**src/pkg/sync_follow_pkg.sv**
```systemverilog
// Package with register map, field layout, reset values and timing for the setpoint follower.
// Operation
// - Mode value 8 selects position following.
// - Mode value 9 selects velocity following.
// - Position mode tracks absolute target, no ramp.
// - Velocity mode follows speed target, no ramp.
// - Repeated identical targets give identical motion.
// - No start bit; no mode-specific control bits.
// - Status bit 8 shows fieldbus synchronisation.
// - Position mode: bit 12 shows target used.
// - Velocity mode: bit 12 shows target followed.
// - Bit 10 unused; bit 13 unused in velocity.
// - Symmetric configurable corridor around demand position.
// - In closed loop, outside corridor beyond timeout sets bit 13.
// - Bit 11 flags demand beyond software limits.
// - Commanded position held within software limits.
// - Range limit setting handles position overrun/underrun.
// - Quick stop brakes, then runs selected option; the coast option skips braking and disables at once.
// - Speed capped; position mode only closed loop.
// - Cycle equals period times ten^index seconds.
// - Only index -3 accepted: millisecond units.
// - Position, velocity and torque offsets applied.
// - Lock onto SYNC once Operational.
// - Actual values readable per mode.
package sync_follow_pkg;

  // Register byte offsets on the 32-bit bus.
  localparam logic [7:0] OFS_MODE       = 8'h00;
  localparam logic [7:0] OFS_CONTROL    = 8'h04;
  localparam logic [7:0] OFS_STATUS     = 8'h08;
  localparam logic [7:0] OFS_TGT_POS    = 8'h0C;
  localparam logic [7:0] OFS_TGT_VEL    = 8'h10;
  localparam logic [7:0] OFS_POS_OFS    = 8'h14;
  localparam logic [7:0] OFS_VEL_OFS    = 8'h18;
  localparam logic [7:0] OFS_TRQ_OFS    = 8'h1C;
  localparam logic [7:0] OFS_SW_MIN     = 8'h20;
  localparam logic [7:0] OFS_SW_MAX     = 8'h24;
  localparam logic [7:0] OFS_RANGE_MIN  = 8'h28;
  localparam logic [7:0] OFS_RANGE_MAX  = 8'h2C;
  localparam logic [7:0] OFS_FE_WINDOW  = 8'h30;
  localparam logic [7:0] OFS_FE_TIMEOUT = 8'h34;
  localparam logic [7:0] OFS_QS_DECEL   = 8'h38;
  localparam logic [7:0] OFS_MAX_SPEED  = 8'h3C;
  localparam logic [7:0] OFS_IP_PERIOD  = 8'h40;
  localparam logic [7:0] OFS_IP_INDEX   = 8'h44;
  localparam logic [7:0] OFS_ACT_POS    = 8'h48;
  localparam logic [7:0] OFS_ACT_VEL    = 8'h4C;
  localparam logic [7:0] OFS_FE_ACT     = 8'h50;
  localparam logic [7:0] OFS_POLARITY   = 8'h54;
  localparam logic [7:0] OFS_DEM_POS    = 8'h58;
  localparam logic [7:0] OFS_DEM_VEL    = 8'h5C;

  // Mode selection codes.
  localparam logic [7:0] MODE_CSP = 8'h08;
  localparam logic [7:0] MODE_CSV = 8'h09;

  // Control register field positions.
  localparam int CTL_OPERATIONAL = 0;
  localparam int CTL_CLOSED_LOOP = 1;
  localparam int CTL_QUICK_STOP  = 2;
  localparam int CTL_RANGE_WRAP  = 3;
  localparam int CTL_QS_OPT_LO   = 4;

  // Quick-stop option codes.
  localparam logic [1:0] QS_OPT_COAST    = 2'h0;
  localparam logic [1:0] QS_OPT_DISABLE  = 2'h1;
  localparam logic [1:0] QS_OPT_HOLD     = 2'h2;

  // Status word bit positions.
  localparam int SW_SYNC   = 8;
  localparam int SW_LIMIT  = 11;
  localparam int SW_FOLLOW = 12;
  localparam int SW_FERR   = 13;

  // Reset values.
  localparam logic [7:0]  RST_IP_PERIOD = 8'h01;
  localparam logic [7:0]  RST_IP_INDEX  = 8'hFD;
  localparam logic [31:0] RST_SW_MIN    = 32'h80000000;
  localparam logic [31:0] RST_SW_MAX    = 32'h7FFFFFFF;
  localparam logic [31:0] RST_MAX_SPEED = 32'h7FFFFFFF;

  // Timing: the cycle base is one millisecond at a 10 ns clock.
  localparam int CLK_PERIOD_NS = 10;
  localparam int MS_TIME_NS    = 1000000;
  localparam int MS_CYCLES     = MS_TIME_NS / CLK_PERIOD_NS;

endpackage

```
**src/hw/sync_setpoint_follower.sv**
```systemverilog
// Cyclic synchronous position and velocity setpoint follower with an Avalon-MM register slave.
//
// Decided for this implementation: register access over Avalon-MM and the placing of the registers.
module sync_setpoint_follower #(
  parameter int MS_CYCLES_P = sync_follow_pkg::MS_CYCLES
) (
  // Clock and reset.
  input  wire  logic        clk_i,
  input  wire  logic        sys_rst_i,
  // Avalon-MM register slave.
  input  wire  logic [7:0]  avs_address_i,
  input  wire  logic        avs_read_i,
  input  wire  logic        avs_write_i,
  input  wire  logic [31:0] avs_writedata_i,
  output logic        [31:0] avs_readdata_o,
  output logic              avs_waitrequest_o,
  // Fieldbus timing and measured feedback.
  input  wire  logic        sync_i,
  input  wire  logic [31:0] act_pos_i,
  input  wire  logic [31:0] act_vel_i,
  // Drive demand, cycle tick and status word outputs.
  output logic        [31:0] demand_pos_o,
  output logic        [31:0] demand_vel_o,
  output logic        [15:0] torque_offset_o,
  output logic              drive_enable_o,
  output logic              cycle_tick_o,
  output logic        [15:0] statusword_o
);
  import sync_follow_pkg::*;

  ////////////////////////////////////////////////////////////////////////////
  // Helper functions.

  // Limits a signed value to the window [lo, hi].
  function automatic logic [31:0] clamp(input logic [31:0] v, input logic [31:0] lo,
                                        input logic [31:0] hi);
    if ($signed(v) < $signed(lo)) begin
      clamp = lo;
    end else if ($signed(v) > $signed(hi)) begin
      clamp = hi;
    end else begin
      clamp = v;
    end
  endfunction

  // Magnitude of a signed value.
  function automatic logic [31:0] mag(input logic [31:0] v);
    mag = v[31] ? (32'h0 - v) : v;
  endfunction

  ////////////////////////////////////////////////////////////////////////////
  // Register state.

  logic [7:0]  mode_r,      mode_nxt;
  logic [7:0]  ctl_r,       ctl_nxt;
  logic [31:0] tgt_pos_r,   tgt_pos_nxt;
  logic [31:0] tgt_vel_r,   tgt_vel_nxt;
  logic [31:0] pos_ofs_r,   pos_ofs_nxt;
  logic [31:0] vel_ofs_r,   vel_ofs_nxt;
  logic [15:0] trq_ofs_r,   trq_ofs_nxt;
  logic [31:0] sw_min_r,    sw_min_nxt;
  logic [31:0] sw_max_r,    sw_max_nxt;
  logic [31:0] rng_min_r,   rng_min_nxt;
  logic [31:0] rng_max_r,   rng_max_nxt;
  logic [31:0] fe_win_r,    fe_win_nxt;
  logic [31:0] fe_tmo_r,    fe_tmo_nxt;
  logic [31:0] qs_dec_r,    qs_dec_nxt;
  logic [31:0] max_spd_r,   max_spd_nxt;
  logic [7:0]  ip_per_r,    ip_per_nxt;
  logic [7:0]  ip_idx_r,    ip_idx_nxt;
  logic [1:0]  polarity_r,  polarity_nxt;
  logic        wait_r,      wait_nxt;
  logic [31:0] rdata_r,     rdata_nxt;
  logic        fresh_r,     fresh_nxt;
  logic        bus_wr;
  logic [31:0] rd_mux;

  // Motion and timing state.
  typedef enum logic [1:0] {
    ST_IDLE   = 2'b00,
    ST_FOLLOW = 2'b01,
    ST_QSTOP  = 2'b10,
    ST_HALTED = 2'b11
  } motion_e;

  motion_e     state_r,     state_nxt;
  logic [31:0] ms_cnt_r,    ms_cnt_nxt;
  logic [7:0]  cyc_cnt_r,   cyc_cnt_nxt;
  logic [8:0]  sync_age_r,  sync_age_nxt;
  logic        in_sync_r,   in_sync_nxt;
  logic [31:0] set_pos_r,   set_pos_nxt;
  logic [31:0] set_vel_r,   set_vel_nxt;
  logic [31:0] dem_pos_r,   dem_pos_nxt;
  logic [31:0] dem_vel_r,   dem_vel_nxt;
  logic [31:0] fe_act_r,    fe_act_nxt;
  logic [31:0] fe_cnt_r,    fe_cnt_nxt;
  logic        ferr_r,      ferr_nxt;
  logic        limit_r,     limit_nxt;
  logic        enable_r,    enable_nxt;
  logic        tick_r,      tick_nxt;
  logic [15:0] status_r,    status_nxt;
  logic        ms_tick;
  logic        boundary;
  logic        mode_ok;
  logic        pos_mode;

  ////////////////////////////////////////////////////////////////////////////
  // Avalon slave: one wait cycle, then the answer at the following edge.

  assign bus_wr   = avs_write_i & ~wait_r;
  assign pos_mode = (mode_r == MODE_CSP);
  assign mode_ok  = pos_mode | (mode_r == MODE_CSV);

  // Read multiplexer over all mapped registers; unmapped reads give zero.
  always_comb begin
    case (avs_address_i)
      OFS_MODE:       rd_mux = {24'h0, mode_r};
      OFS_CONTROL:    rd_mux = {24'h0, ctl_r};
      OFS_STATUS:     rd_mux = {16'h0, status_r};
      OFS_TGT_POS:    rd_mux = tgt_pos_r;
      OFS_TGT_VEL:    rd_mux = tgt_vel_r;
      OFS_POS_OFS:    rd_mux = pos_ofs_r;
      OFS_VEL_OFS:    rd_mux = vel_ofs_r;
      OFS_TRQ_OFS:    rd_mux = {16'h0, trq_ofs_r};
      OFS_SW_MIN:     rd_mux = sw_min_r;
      OFS_SW_MAX:     rd_mux = sw_max_r;
      OFS_RANGE_MIN:  rd_mux = rng_min_r;
      OFS_RANGE_MAX:  rd_mux = rng_max_r;
      OFS_FE_WINDOW:  rd_mux = fe_win_r;
      OFS_FE_TIMEOUT: rd_mux = fe_tmo_r;
      OFS_QS_DECEL:   rd_mux = qs_dec_r;
      OFS_MAX_SPEED:  rd_mux = max_spd_r;
      OFS_IP_PERIOD:  rd_mux = {24'h0, ip_per_r};
      OFS_IP_INDEX:   rd_mux = {24'h0, ip_idx_r};
      OFS_ACT_POS:    rd_mux = pos_mode ? act_pos_i : 32'h0;
      OFS_ACT_VEL:    rd_mux = act_vel_i;
      OFS_FE_ACT:     rd_mux = pos_mode ? fe_act_r : 32'h0;
      OFS_POLARITY:   rd_mux = {30'h0, polarity_r};
      OFS_DEM_POS:    rd_mux = dem_pos_r;
      OFS_DEM_VEL:    rd_mux = dem_vel_r;
      default:        rd_mux = 32'h0;
    endcase
  end

  // Register writes and bus handshake.
  always_comb begin
    mode_nxt     = mode_r;
    ctl_nxt      = ctl_r;
    tgt_pos_nxt  = tgt_pos_r;
    tgt_vel_nxt  = tgt_vel_r;
    pos_ofs_nxt  = pos_ofs_r;
    vel_ofs_nxt  = vel_ofs_r;
    trq_ofs_nxt  = trq_ofs_r;
    sw_min_nxt   = sw_min_r;
    sw_max_nxt   = sw_max_r;
    rng_min_nxt  = rng_min_r;
    rng_max_nxt  = rng_max_r;
    fe_win_nxt   = fe_win_r;
    fe_tmo_nxt   = fe_tmo_r;
    qs_dec_nxt   = qs_dec_r;
    max_spd_nxt  = max_spd_r;
    ip_per_nxt   = ip_per_r;
    ip_idx_nxt   = ip_idx_r;
    polarity_nxt = polarity_r;
    wait_nxt     = ~((avs_read_i | avs_write_i) & wait_r);
    rdata_nxt    = (avs_read_i & wait_r) ? rd_mux : rdata_r;
    // A boundary consumes the fresh mark; a write in the same cycle wins.
    fresh_nxt    = boundary ? 1'b0 : fresh_r;
    if (bus_wr) begin
      case (avs_address_i)
        OFS_MODE:       mode_nxt     = avs_writedata_i[7:0];
        OFS_CONTROL:    ctl_nxt      = avs_writedata_i[7:0];
        OFS_TGT_POS: begin
          tgt_pos_nxt = avs_writedata_i;
          fresh_nxt   = 1'b1;
        end
        OFS_TGT_VEL: begin
          tgt_vel_nxt = avs_writedata_i;
          fresh_nxt   = 1'b1;
        end
        OFS_POS_OFS:    pos_ofs_nxt  = avs_writedata_i;
        OFS_VEL_OFS:    vel_ofs_nxt  = avs_writedata_i;
        OFS_TRQ_OFS:    trq_ofs_nxt  = avs_writedata_i[15:0];
        OFS_SW_MIN:     sw_min_nxt   = avs_writedata_i;
        OFS_SW_MAX:     sw_max_nxt   = avs_writedata_i;
        OFS_RANGE_MIN:  rng_min_nxt  = avs_writedata_i;
        OFS_RANGE_MAX:  rng_max_nxt  = avs_writedata_i;
        OFS_FE_WINDOW:  fe_win_nxt   = avs_writedata_i;
        OFS_FE_TIMEOUT: fe_tmo_nxt   = avs_writedata_i;
        OFS_QS_DECEL:   qs_dec_nxt   = avs_writedata_i;
        OFS_MAX_SPEED:  max_spd_nxt  = avs_writedata_i;
        OFS_IP_PERIOD:  ip_per_nxt   = avs_writedata_i[7:0];
        OFS_IP_INDEX: begin
          // Only the millisecond base is supported; other values are dropped.
          if (avs_writedata_i[7:0] == RST_IP_INDEX) begin
            ip_idx_nxt = avs_writedata_i[7:0];
          end
        end
        OFS_POLARITY:   polarity_nxt = avs_writedata_i[1:0];
        default:        ;
      endcase
    end
  end

  // Register file flip-flops.
  always_ff @(posedge clk_i) begin
    if (sys_rst_i) begin
      mode_r     <= 8'h00;
      ctl_r      <= 8'h00;
      tgt_pos_r  <= 32'h0;
      tgt_vel_r  <= 32'h0;
      pos_ofs_r  <= 32'h0;
      vel_ofs_r  <= 32'h0;
      trq_ofs_r  <= 16'h0;
      sw_min_r   <= RST_SW_MIN;
      sw_max_r   <= RST_SW_MAX;
      rng_min_r  <= RST_SW_MIN;
      rng_max_r  <= RST_SW_MAX;
      fe_win_r   <= 32'h0;
      fe_tmo_r   <= 32'h0;
      qs_dec_r   <= 32'h0;
      max_spd_r  <= RST_MAX_SPEED;
      ip_per_r   <= RST_IP_PERIOD;
      ip_idx_r   <= RST_IP_INDEX;
      polarity_r <= 2'h0;
      wait_r     <= 1'b1;
      rdata_r    <= 32'h0;
      fresh_r    <= 1'b0;
    end else begin
      mode_r     <= mode_nxt;
      ctl_r      <= ctl_nxt;
      tgt_pos_r  <= tgt_pos_nxt;
      tgt_vel_r  <= tgt_vel_nxt;
      pos_ofs_r  <= pos_ofs_nxt;
      vel_ofs_r  <= vel_ofs_nxt;
      trq_ofs_r  <= trq_ofs_nxt;
      sw_min_r   <= sw_min_nxt;
      sw_max_r   <= sw_max_nxt;
      rng_min_r  <= rng_min_nxt;
      rng_max_r  <= rng_max_nxt;
      fe_win_r   <= fe_win_nxt;
      fe_tmo_r   <= fe_tmo_nxt;
      qs_dec_r   <= qs_dec_nxt;
      max_spd_r  <= max_spd_nxt;
      ip_per_r   <= ip_per_nxt;
      ip_idx_r   <= ip_idx_nxt;
      polarity_r <= polarity_nxt;
      wait_r     <= wait_nxt;
      rdata_r    <= rdata_nxt;
      fresh_r    <= fresh_nxt;
    end
  end

  ////////////////////////////////////////////////////////////////////////////
  // Cycle timing: millisecond base, cycle counter and SYNC lock.

  assign ms_tick  = (ms_cnt_r == 32'(MS_CYCLES_P - 1));
  // Once operational, SYNC marks the cycle; while not locked, the counter marks it too.
  assign boundary = (ctl_r[CTL_OPERATIONAL] & sync_i) |
                    (~in_sync_r & ms_tick & (cyc_cnt_r + 8'h01 >= ip_per_r));

  // Next values of the timing counters.
  always_comb begin
    ms_cnt_nxt   = ms_tick ? 32'h0 : ms_cnt_r + 32'h1;
    cyc_cnt_nxt  = cyc_cnt_r;
    sync_age_nxt = sync_age_r;
    in_sync_nxt  = in_sync_r;
    if (boundary) begin
      cyc_cnt_nxt = 8'h00;
    end else if (ms_tick) begin
      cyc_cnt_nxt = cyc_cnt_r + 8'h01;
    end
    if (ctl_r[CTL_OPERATIONAL] & sync_i) begin
      // A SYNC no later than one period after the next millisecond tick keeps the lock.
      in_sync_nxt  = 1'b1;
      sync_age_nxt = 9'h000;
    end else if (ms_tick && sync_age_r != 9'h1FF) begin
      sync_age_nxt = sync_age_r + 9'h001;
    end
    if (~ctl_r[CTL_OPERATIONAL] || sync_age_r > {1'b0, ip_per_r}) begin
      in_sync_nxt = 1'b0;
    end
  end

  // Timing flip-flops.
  always_ff @(posedge clk_i) begin
    if (sys_rst_i) begin
      ms_cnt_r   <= 32'h0;
      cyc_cnt_r  <= 8'h00;
      sync_age_r <= 9'h1FF;
      in_sync_r  <= 1'b0;
    end else begin
      ms_cnt_r   <= ms_cnt_nxt;
      cyc_cnt_r  <= cyc_cnt_nxt;
      sync_age_r <= sync_age_nxt;
      in_sync_r  <= in_sync_nxt;
    end
  end

  ////////////////////////////////////////////////////////////////////////////
  // Motion: latch set values, apply offsets and limits, quick stop, error check.

  always_comb begin
    logic [31:0] cmd;
    logic [31:0] span;
    logic [31:0] step;
    logic [31:0] lim;
    logic [31:0] err;
    cmd          = 32'h0;
    span         = rng_max_r - rng_min_r + 32'h1;
    step         = 32'h0;
    lim          = 32'h0;
    err          = dem_pos_r - act_pos_i;
    state_nxt    = state_r;
    set_pos_nxt  = set_pos_r;
    set_vel_nxt  = set_vel_r;
    dem_pos_nxt  = dem_pos_r;
    dem_vel_nxt  = dem_vel_r;
    limit_nxt    = limit_r;
    enable_nxt   = enable_r;
    tick_nxt     = boundary;
    fe_act_nxt   = err;
    fe_cnt_nxt   = fe_cnt_r;
    ferr_nxt     = 1'b0;
    // The newest written set value is captured once per cycle and held.
    if (boundary) begin
      set_pos_nxt = tgt_pos_r;
      set_vel_nxt = tgt_vel_r;
    end
    case (state_r)
      ST_IDLE: begin
        enable_nxt  = 1'b0;
        dem_vel_nxt = 32'h0;
        dem_pos_nxt = act_pos_i;
        limit_nxt   = 1'b0;
        if (mode_ok && ~ctl_r[CTL_QUICK_STOP]) begin
          state_nxt = ST_FOLLOW;
        end
      end
      ST_FOLLOW: begin
        enable_nxt = 1'b1;
        if (pos_mode) begin
          // Absolute target plus offset, moved by one range span when past a range end, then clamped.
          cmd = set_pos_r + pos_ofs_r;
          if (ctl_r[CTL_RANGE_WRAP] && $signed(cmd) > $signed(rng_max_r)) begin
            cmd = cmd - span;
          end else if (ctl_r[CTL_RANGE_WRAP] && $signed(cmd) < $signed(rng_min_r)) begin
            cmd = cmd + span;
          end
          limit_nxt = ($signed(cmd) < $signed(sw_min_r)) ||
                      ($signed(cmd) > $signed(sw_max_r));
          cmd       = clamp(cmd, sw_min_r, sw_max_r);
          step      = cmd - dem_pos_r;
          if (ctl_r[CTL_CLOSED_LOOP]) begin
            step = clamp(step, 32'h0 - max_spd_r, max_spd_r);
          end
          // Direct tracking: the demand jumps, limited only by the speed cap.
          if (ms_tick) begin
            dem_pos_nxt = dem_pos_r + step;
            dem_vel_nxt = step;
          end
        end else begin
          cmd         = set_vel_r + vel_ofs_r;
          cmd         = polarity_r[1] ? (32'h0 - cmd) : cmd;
          dem_vel_nxt = clamp(cmd, 32'h0 - max_spd_r, max_spd_r);
          dem_pos_nxt = act_pos_i;
          limit_nxt   = 1'b0;
        end
        if (ctl_r[CTL_QUICK_STOP]) begin
          state_nxt   = ST_QSTOP;
          dem_vel_nxt = act_vel_i;
          if (ctl_r[CTL_QS_OPT_LO +: 2] == QS_OPT_COAST) begin
            state_nxt  = ST_HALTED;
            enable_nxt = 1'b0;
          end
        end else if (!mode_ok) begin
          state_nxt = ST_IDLE;
        end
      end
      ST_QSTOP: begin
        // Brake toward zero speed by the deceleration once per millisecond.
        if (ms_tick) begin
          lim = mag(dem_vel_r);
          if (lim <= qs_dec_r) begin
            dem_vel_nxt = 32'h0;
            state_nxt   = ST_HALTED;
            enable_nxt  = (ctl_r[CTL_QS_OPT_LO +: 2] == QS_OPT_HOLD);
          end else begin
            dem_vel_nxt = dem_vel_r[31] ? dem_vel_r + qs_dec_r
                                        : dem_vel_r - qs_dec_r;
          end
          dem_pos_nxt = dem_pos_r + dem_vel_r;
        end
      end
      ST_HALTED: begin
        dem_vel_nxt = 32'h0;
        if (~ctl_r[CTL_QUICK_STOP]) begin
          state_nxt = ST_IDLE;
        end
      end
      default: state_nxt = ST_IDLE;
    endcase
    // Corridor watch counts whole milliseconds outside the window.
    if (pos_mode && state_r != ST_IDLE && ctl_r[CTL_CLOSED_LOOP] && mag(err) > fe_win_r) begin
      if (ms_tick && fe_cnt_r != 32'hFFFFFFFF) begin
        fe_cnt_nxt = fe_cnt_r + 32'h1;
      end
    end else begin
      fe_cnt_nxt = 32'h0;
    end
    ferr_nxt   = pos_mode && (fe_cnt_r > fe_tmo_r);
    status_nxt = 16'h0;
    status_nxt[SW_SYNC]   = in_sync_r;
    status_nxt[SW_LIMIT]  = pos_mode & limit_r;
    status_nxt[SW_FOLLOW] = (state_r == ST_FOLLOW);
    status_nxt[SW_FERR]   = pos_mode & ferr_r;
  end

  // Motion flip-flops.
  always_ff @(posedge clk_i) begin
    if (sys_rst_i) begin
      state_r   <= ST_IDLE;
      set_pos_r <= 32'h0;
      set_vel_r <= 32'h0;
      dem_pos_r <= 32'h0;
      dem_vel_r <= 32'h0;
      fe_act_r  <= 32'h0;
      fe_cnt_r  <= 32'h0;
      ferr_r    <= 1'b0;
      limit_r   <= 1'b0;
      enable_r  <= 1'b0;
      tick_r    <= 1'b0;
      status_r  <= 16'h0;
    end else begin
      state_r   <= state_nxt;
      set_pos_r <= set_pos_nxt;
      set_vel_r <= set_vel_nxt;
      dem_pos_r <= dem_pos_nxt;
      dem_vel_r <= dem_vel_nxt;
      fe_act_r  <= fe_act_nxt;
      fe_cnt_r  <= fe_cnt_nxt;
      ferr_r    <= ferr_nxt;
      limit_r   <= limit_nxt;
      enable_r  <= enable_nxt;
      tick_r    <= tick_nxt;
      status_r  <= status_nxt;
    end
  end

  ////////////////////////////////////////////////////////////////////////////
  // Outputs, each straight from a flip-flop.

  assign avs_readdata_o    = rdata_r;
  assign avs_waitrequest_o = wait_r;
  assign demand_pos_o      = dem_pos_r;
  assign demand_vel_o      = dem_vel_r;
  assign torque_offset_o   = trq_ofs_r;
  assign drive_enable_o    = enable_r;
  assign cycle_tick_o      = tick_r;
  assign statusword_o      = status_r;

endmodule

```
**config.mk**
```make
export PLATFORM = sky130hd
export DESIGN_NAME = sync_setpoint_follower
export DESIGN_NICKNAME = d
export VERILOG_FILES = /design/src/pkg/sync_follow_pkg.sv /design/src/hw/sync_setpoint_follower.sv
export SDC_FILE = /design/constraint.sdc
export NUM_CORES = 2
export LEC_CHECK = 0
export ABC_CLOCK_PERIOD_IN_PS = 19900
export BUFFER_PORTS_ARGS = -buffer_cell sky130_fd_sc_hd__buf_2
export CAP_MARGIN = 20
export CORE_MARGIN = 3
export CORE_UTILIZATION = 30
export DETAILED_ROUTE_END_ITERATION = 10
export PLACE_DENSITY = 0.43
export REMOVE_ABC_BUFFERS = 1
export SLEW_MARGIN = 20
export SYNTH_ARGS = -nofsm -noshare
export SYNTH_HDL_FRONTEND = slang
export SYNTH_SLANG_ARGS = --single-unit
```
**constraint.sdc**
```tcl
create_clock -name clk_i -period 19.9 [get_ports clk_i]
set_input_delay 3.98 -clock clk_i [delete_from_list [all_inputs] [get_ports clk_i]]
set_output_delay 3.98 -clock clk_i [all_outputs]
set_load 0.05 [all_outputs]
```
==> run metrics <==
worst slew pin tran=around 1.2 ns; global-route wire length before repair=443 mm; Vias=roughly 61000; R2R cell count=80; largest area contributor in the netlist=dfxtp_1; clock slew at reported path FFs=~0.060 ns; CTS H-tree depth=3; Leak=28.4 nW; Core Region=196000 um^2; post-route core utilization=34.4%; number of remaining DRC errors=0; Overall Power=0.00412 W; global routing's busiest layer=met2; number of different library cells in the post-synthesis netlist=96; Synthesis Warnings=0; final worst path period need=19.02 ns; power density normalized to cell area=61.0 nW/um^2; dpl hpwl=~250 mm; Slew HR=between 10% and 20%; TritonCTS buffer count=between 90 and 100; fraction of final layout cells with drive strength greater than 1=8.57%; met1 layer usage reported by global route=about two fifths; Total Die Area=between 200000 and 250000 um^2; post-route ant nets=0; Worst-Skew Late Latency=0.77 ns; Top Family by Delay on Critical Path=compound AO/OA/AOI/OAI gates; num ports=240; Layout Nets=8875; hold slack final=roughly 0.45 ns; maximum fanout encountered on the critical timing path=10; met2 Track Usage GR=47.8%; number of synthesized register bits=719; Worst Setup Start Kind=flip-flop; Max-Cap Viols=0; combined buffer and inverter count along the critical path=4; drt pass-1 iters=8; status=finished clean; total wirelength of the detailed-routed design=320 mm; post-synthesis area per instance=approximately 7.5 um^2; number of global-route vias before repair=57100; Die X-Extent=451 um; Final Cycle Share=95.6%; maximum number of buffers from clock root to sink=3; total cell area at the placement stage=~64000 um^2; worst hold path type=reg2reg; count of cell instances traversed by the critical path=80; data arrival time of the worst path=just under 20 ns; cell count after synthesis=7933; category of the critical setup timing path=reg2reg; root cell of the clock tree=clkbuf_16; largest vdd supply drop=0.0631 mV; Port Buffer Count=roughly 230; starting utilization of the core area=between 30% and 40%; delay of the slowest critical-path stage=~0.63 ns; weighted congestion reported at the end of routability-driven placement=0.980; Worst Clk Skew=about 0.040 ns; worst hold path stage count=1; Data required, critical path=roughly 20 ns; portion of synthesized cell area occupied by the leading cell type=24.2%; grt met3 use=3.58%; detail-routed net length per standard cell=29.8 um; post-synthesis instance area=59400 um^2; row count=162; relative area change from synthesis to final layout=13.5%; number of hold-slack violations in the final timing report=0; number of synthesized flops with an enable pin=0; cell type with the highest occurrence count on the critical path=a21oi_1; sequential cell area fraction in the yosys report=24.2%; CP Capture Type=flip-flop; remaining global-route overflow=0; Max Clk Rate=52.6 MHz; initial antenna violation count=8; Primary FF master, synth=dfxtp_1; fin area=67500 um^2; largest cells by area after synthesis=dfxtp_1 (24%), ha_1 (15%), nand2_1 (7.2%), a21oi_1 (7.2%), xnor2_1 (4.7%); CTS tree=built; share of synthesized flip-flops with an asynchronous set or reset=0%; standard cell with the maximum stage delay on the critical path=or4_1; pins over their slew limit=0; largest net degree at the start of global routing=174; endpoints failing setup=0; All-Layer GR Usage=30.1%; die height=451 um; DR iter-0 viols=6312; sinks on the clock net=between 700 and 800; number of vias per cell after detailed routing=~5.7
==> through the flow <==
step	setup WS, ns	TNS [ns]	std cells
3_3_place_gp	0.311	0	10600
5_1_grt	-0.00488	-0.00488	10700
2_1_floorplan	0.449	0	7517
6_report	0.883	0	10700
3_5_place_dp	0.0846	0	10600
4_1_cts	0.159	0	10700
==> timing repair <==
item	4_1_cts	5_1_grt
hold buffers	0	0
resized for setup	1	27
setup endpoints to repair	2	19
buffers inserted	0	2
pin swaps	0	4
==> metal layers <==
layer / vias to the layer above / routed length [um]
li1: 28700 / -
met1: 29800 / 140000
met2: 2424 / 142000
met3: 511 / 19000
met4: 0 / 19300
met5: - / 0
==> flip-flops by register name (all words and copies together) (netlist names), 32 cells and up, named ones only <==
| register | count |
|---|---|
| max_spd_r | 32 |
| set_pos_r | 32 |
| avs_readdata_o | 32 |
| tgt_pos_r | 32 |
| rng_min_r | 32 |
| demand_vel_o | 32 |
| fe_win_r | 32 |
| demand_pos_o | 32 |
| fe_tmo_r | 32 |
| pos_ofs_r | 32 |
| tgt_vel_r | 32 |
| sw_max_r | 32 |
| rng_max_r | 32 |
| fe_cnt_r | 32 |
| fe_act_r | 32 |
| set_vel_r | 32 |
| sw_min_r | 32 |
| ms_cnt_r | 32 |
| qs_dec_r | 32 |
| vel_ofs_r | 32 |
==> power breakdown <==
part	switching (W)	leakage, nW	internal, W
combinational	0.000518	20.9	0.000262
sequential	0.0000135	5.81	0.00146
clock	0.000787	1.63	0.00108
total	0.00132	28.4	0.00280
==> cells in the final DEF, fill, tap and decap left out, types with 32 or more instances in the layout <==
cell / synthesis / layout
nor2_1: 556 / 534
nand2_1: 1146 / 1144
a22o_1: 104 / 104
nor3_1: 117 / 114
o21bai_1: 48 / 48
clkbuf_16: 0 / 95
nor2b_1: 83 / 82
o21ai_0: 356 / 350
and3_1: 49 / 48
buf_2: 0 / 226
a31oi_1: 103 / 101
o21a_1: 72 / 72
a22oi_1: 115 / 114
a21o_1: 159 / 159
buf_4: 12 / 189
nand2b_1: 90 / 89
ha_1: 723 / 723
xnor2_1: 322 / 321
nand3_1: 164 / 164
nor4_1: 36 / 32
inv_1: 500 / 499
dfxtp_1: 719 / 718
or3_1: 54 / 54
nand4_1: 110 / 110
mux2i_1: 78 / 78
o211ai_1: 150 / 150
a21oi_1: 854 / 851
a211oi_1: 70 / 66
xor2_1: 138 / 136
a221oi_1: 151 / 150
and2_1: 43 / 43
==> cell usage after synthesis (17+ instances only) <==
master and instances:
nand2_1 1146, a21oi_1 854, ha_1 723, dfxtp_1 719, nor2_1 556, inv_1 500, clkbuf_1 386, o21ai_0 356
xnor2_1 322, nand3_1 164, a21o_1 159, a221oi_1 151, o211ai_1 150, xor2_1 138, nor3_1 117, a22oi_1 115
nand4_1 110, a22o_1 104, a31oi_1 103, nand2b_1 90, nor2b_1 83, mux2i_1 78, o21a_1 72, a211oi_1 70
or3_1 54, and3_1 49, o21bai_1 48, and2_1 43, nor4_1 36, o31ai_1 29, o22ai_1 24, buf_1 23
a222oi_1 22, o21ai_1 19, a211o_1 18, o31a_1 17
==> worst paths after layout <==
check                           slack, ns    startpoint                to
worst max-delay path                 0.88  pos_ofs_r[0]  demand_pos_o[28]
worst min-delay path                 0.45   ip_idx_r[4]       ip_idx_r[4]
worst max register to register       0.88  pos_ofs_r[0]  demand_pos_o[28]
worst min register to register       0.45   ip_idx_r[4]       ip_idx_r[4]
==> final cells by class <==
| cell class | instances | area (um^2) |
|---|---|---|
| diodes | 4 | 10.0 |
| clock buffers | 131 | 2750 |
| clock inverters | 44 | 586 |
| fillers | 21000 | 129000 |
| inverters | 505 | 1900 |
| multi-input cells | 6293 | 41900 |
| flip-flops and latches | 719 | 14400 |
| well taps | 2624 | 3280 |
| repair buffers | 419 | 2630 |
==> logic make-up after synthesis <==
logic type / count (synthesis) / share of synthesized area, %
xor gates and xnor gates: 460 / 6.78
DFF: 719 / 24.2
adders and majority gates: 733 / 15.6
and+or+nand+nor: 2550 / 19.4
buffers and inverters: 932 / 5.99
other: 1 / 0.00631
muxes: 84 / 1.43
AOI/OAI and AO/OA: 2454 / 26.7
No activity file was read; power rests on OpenSTA's default activity.
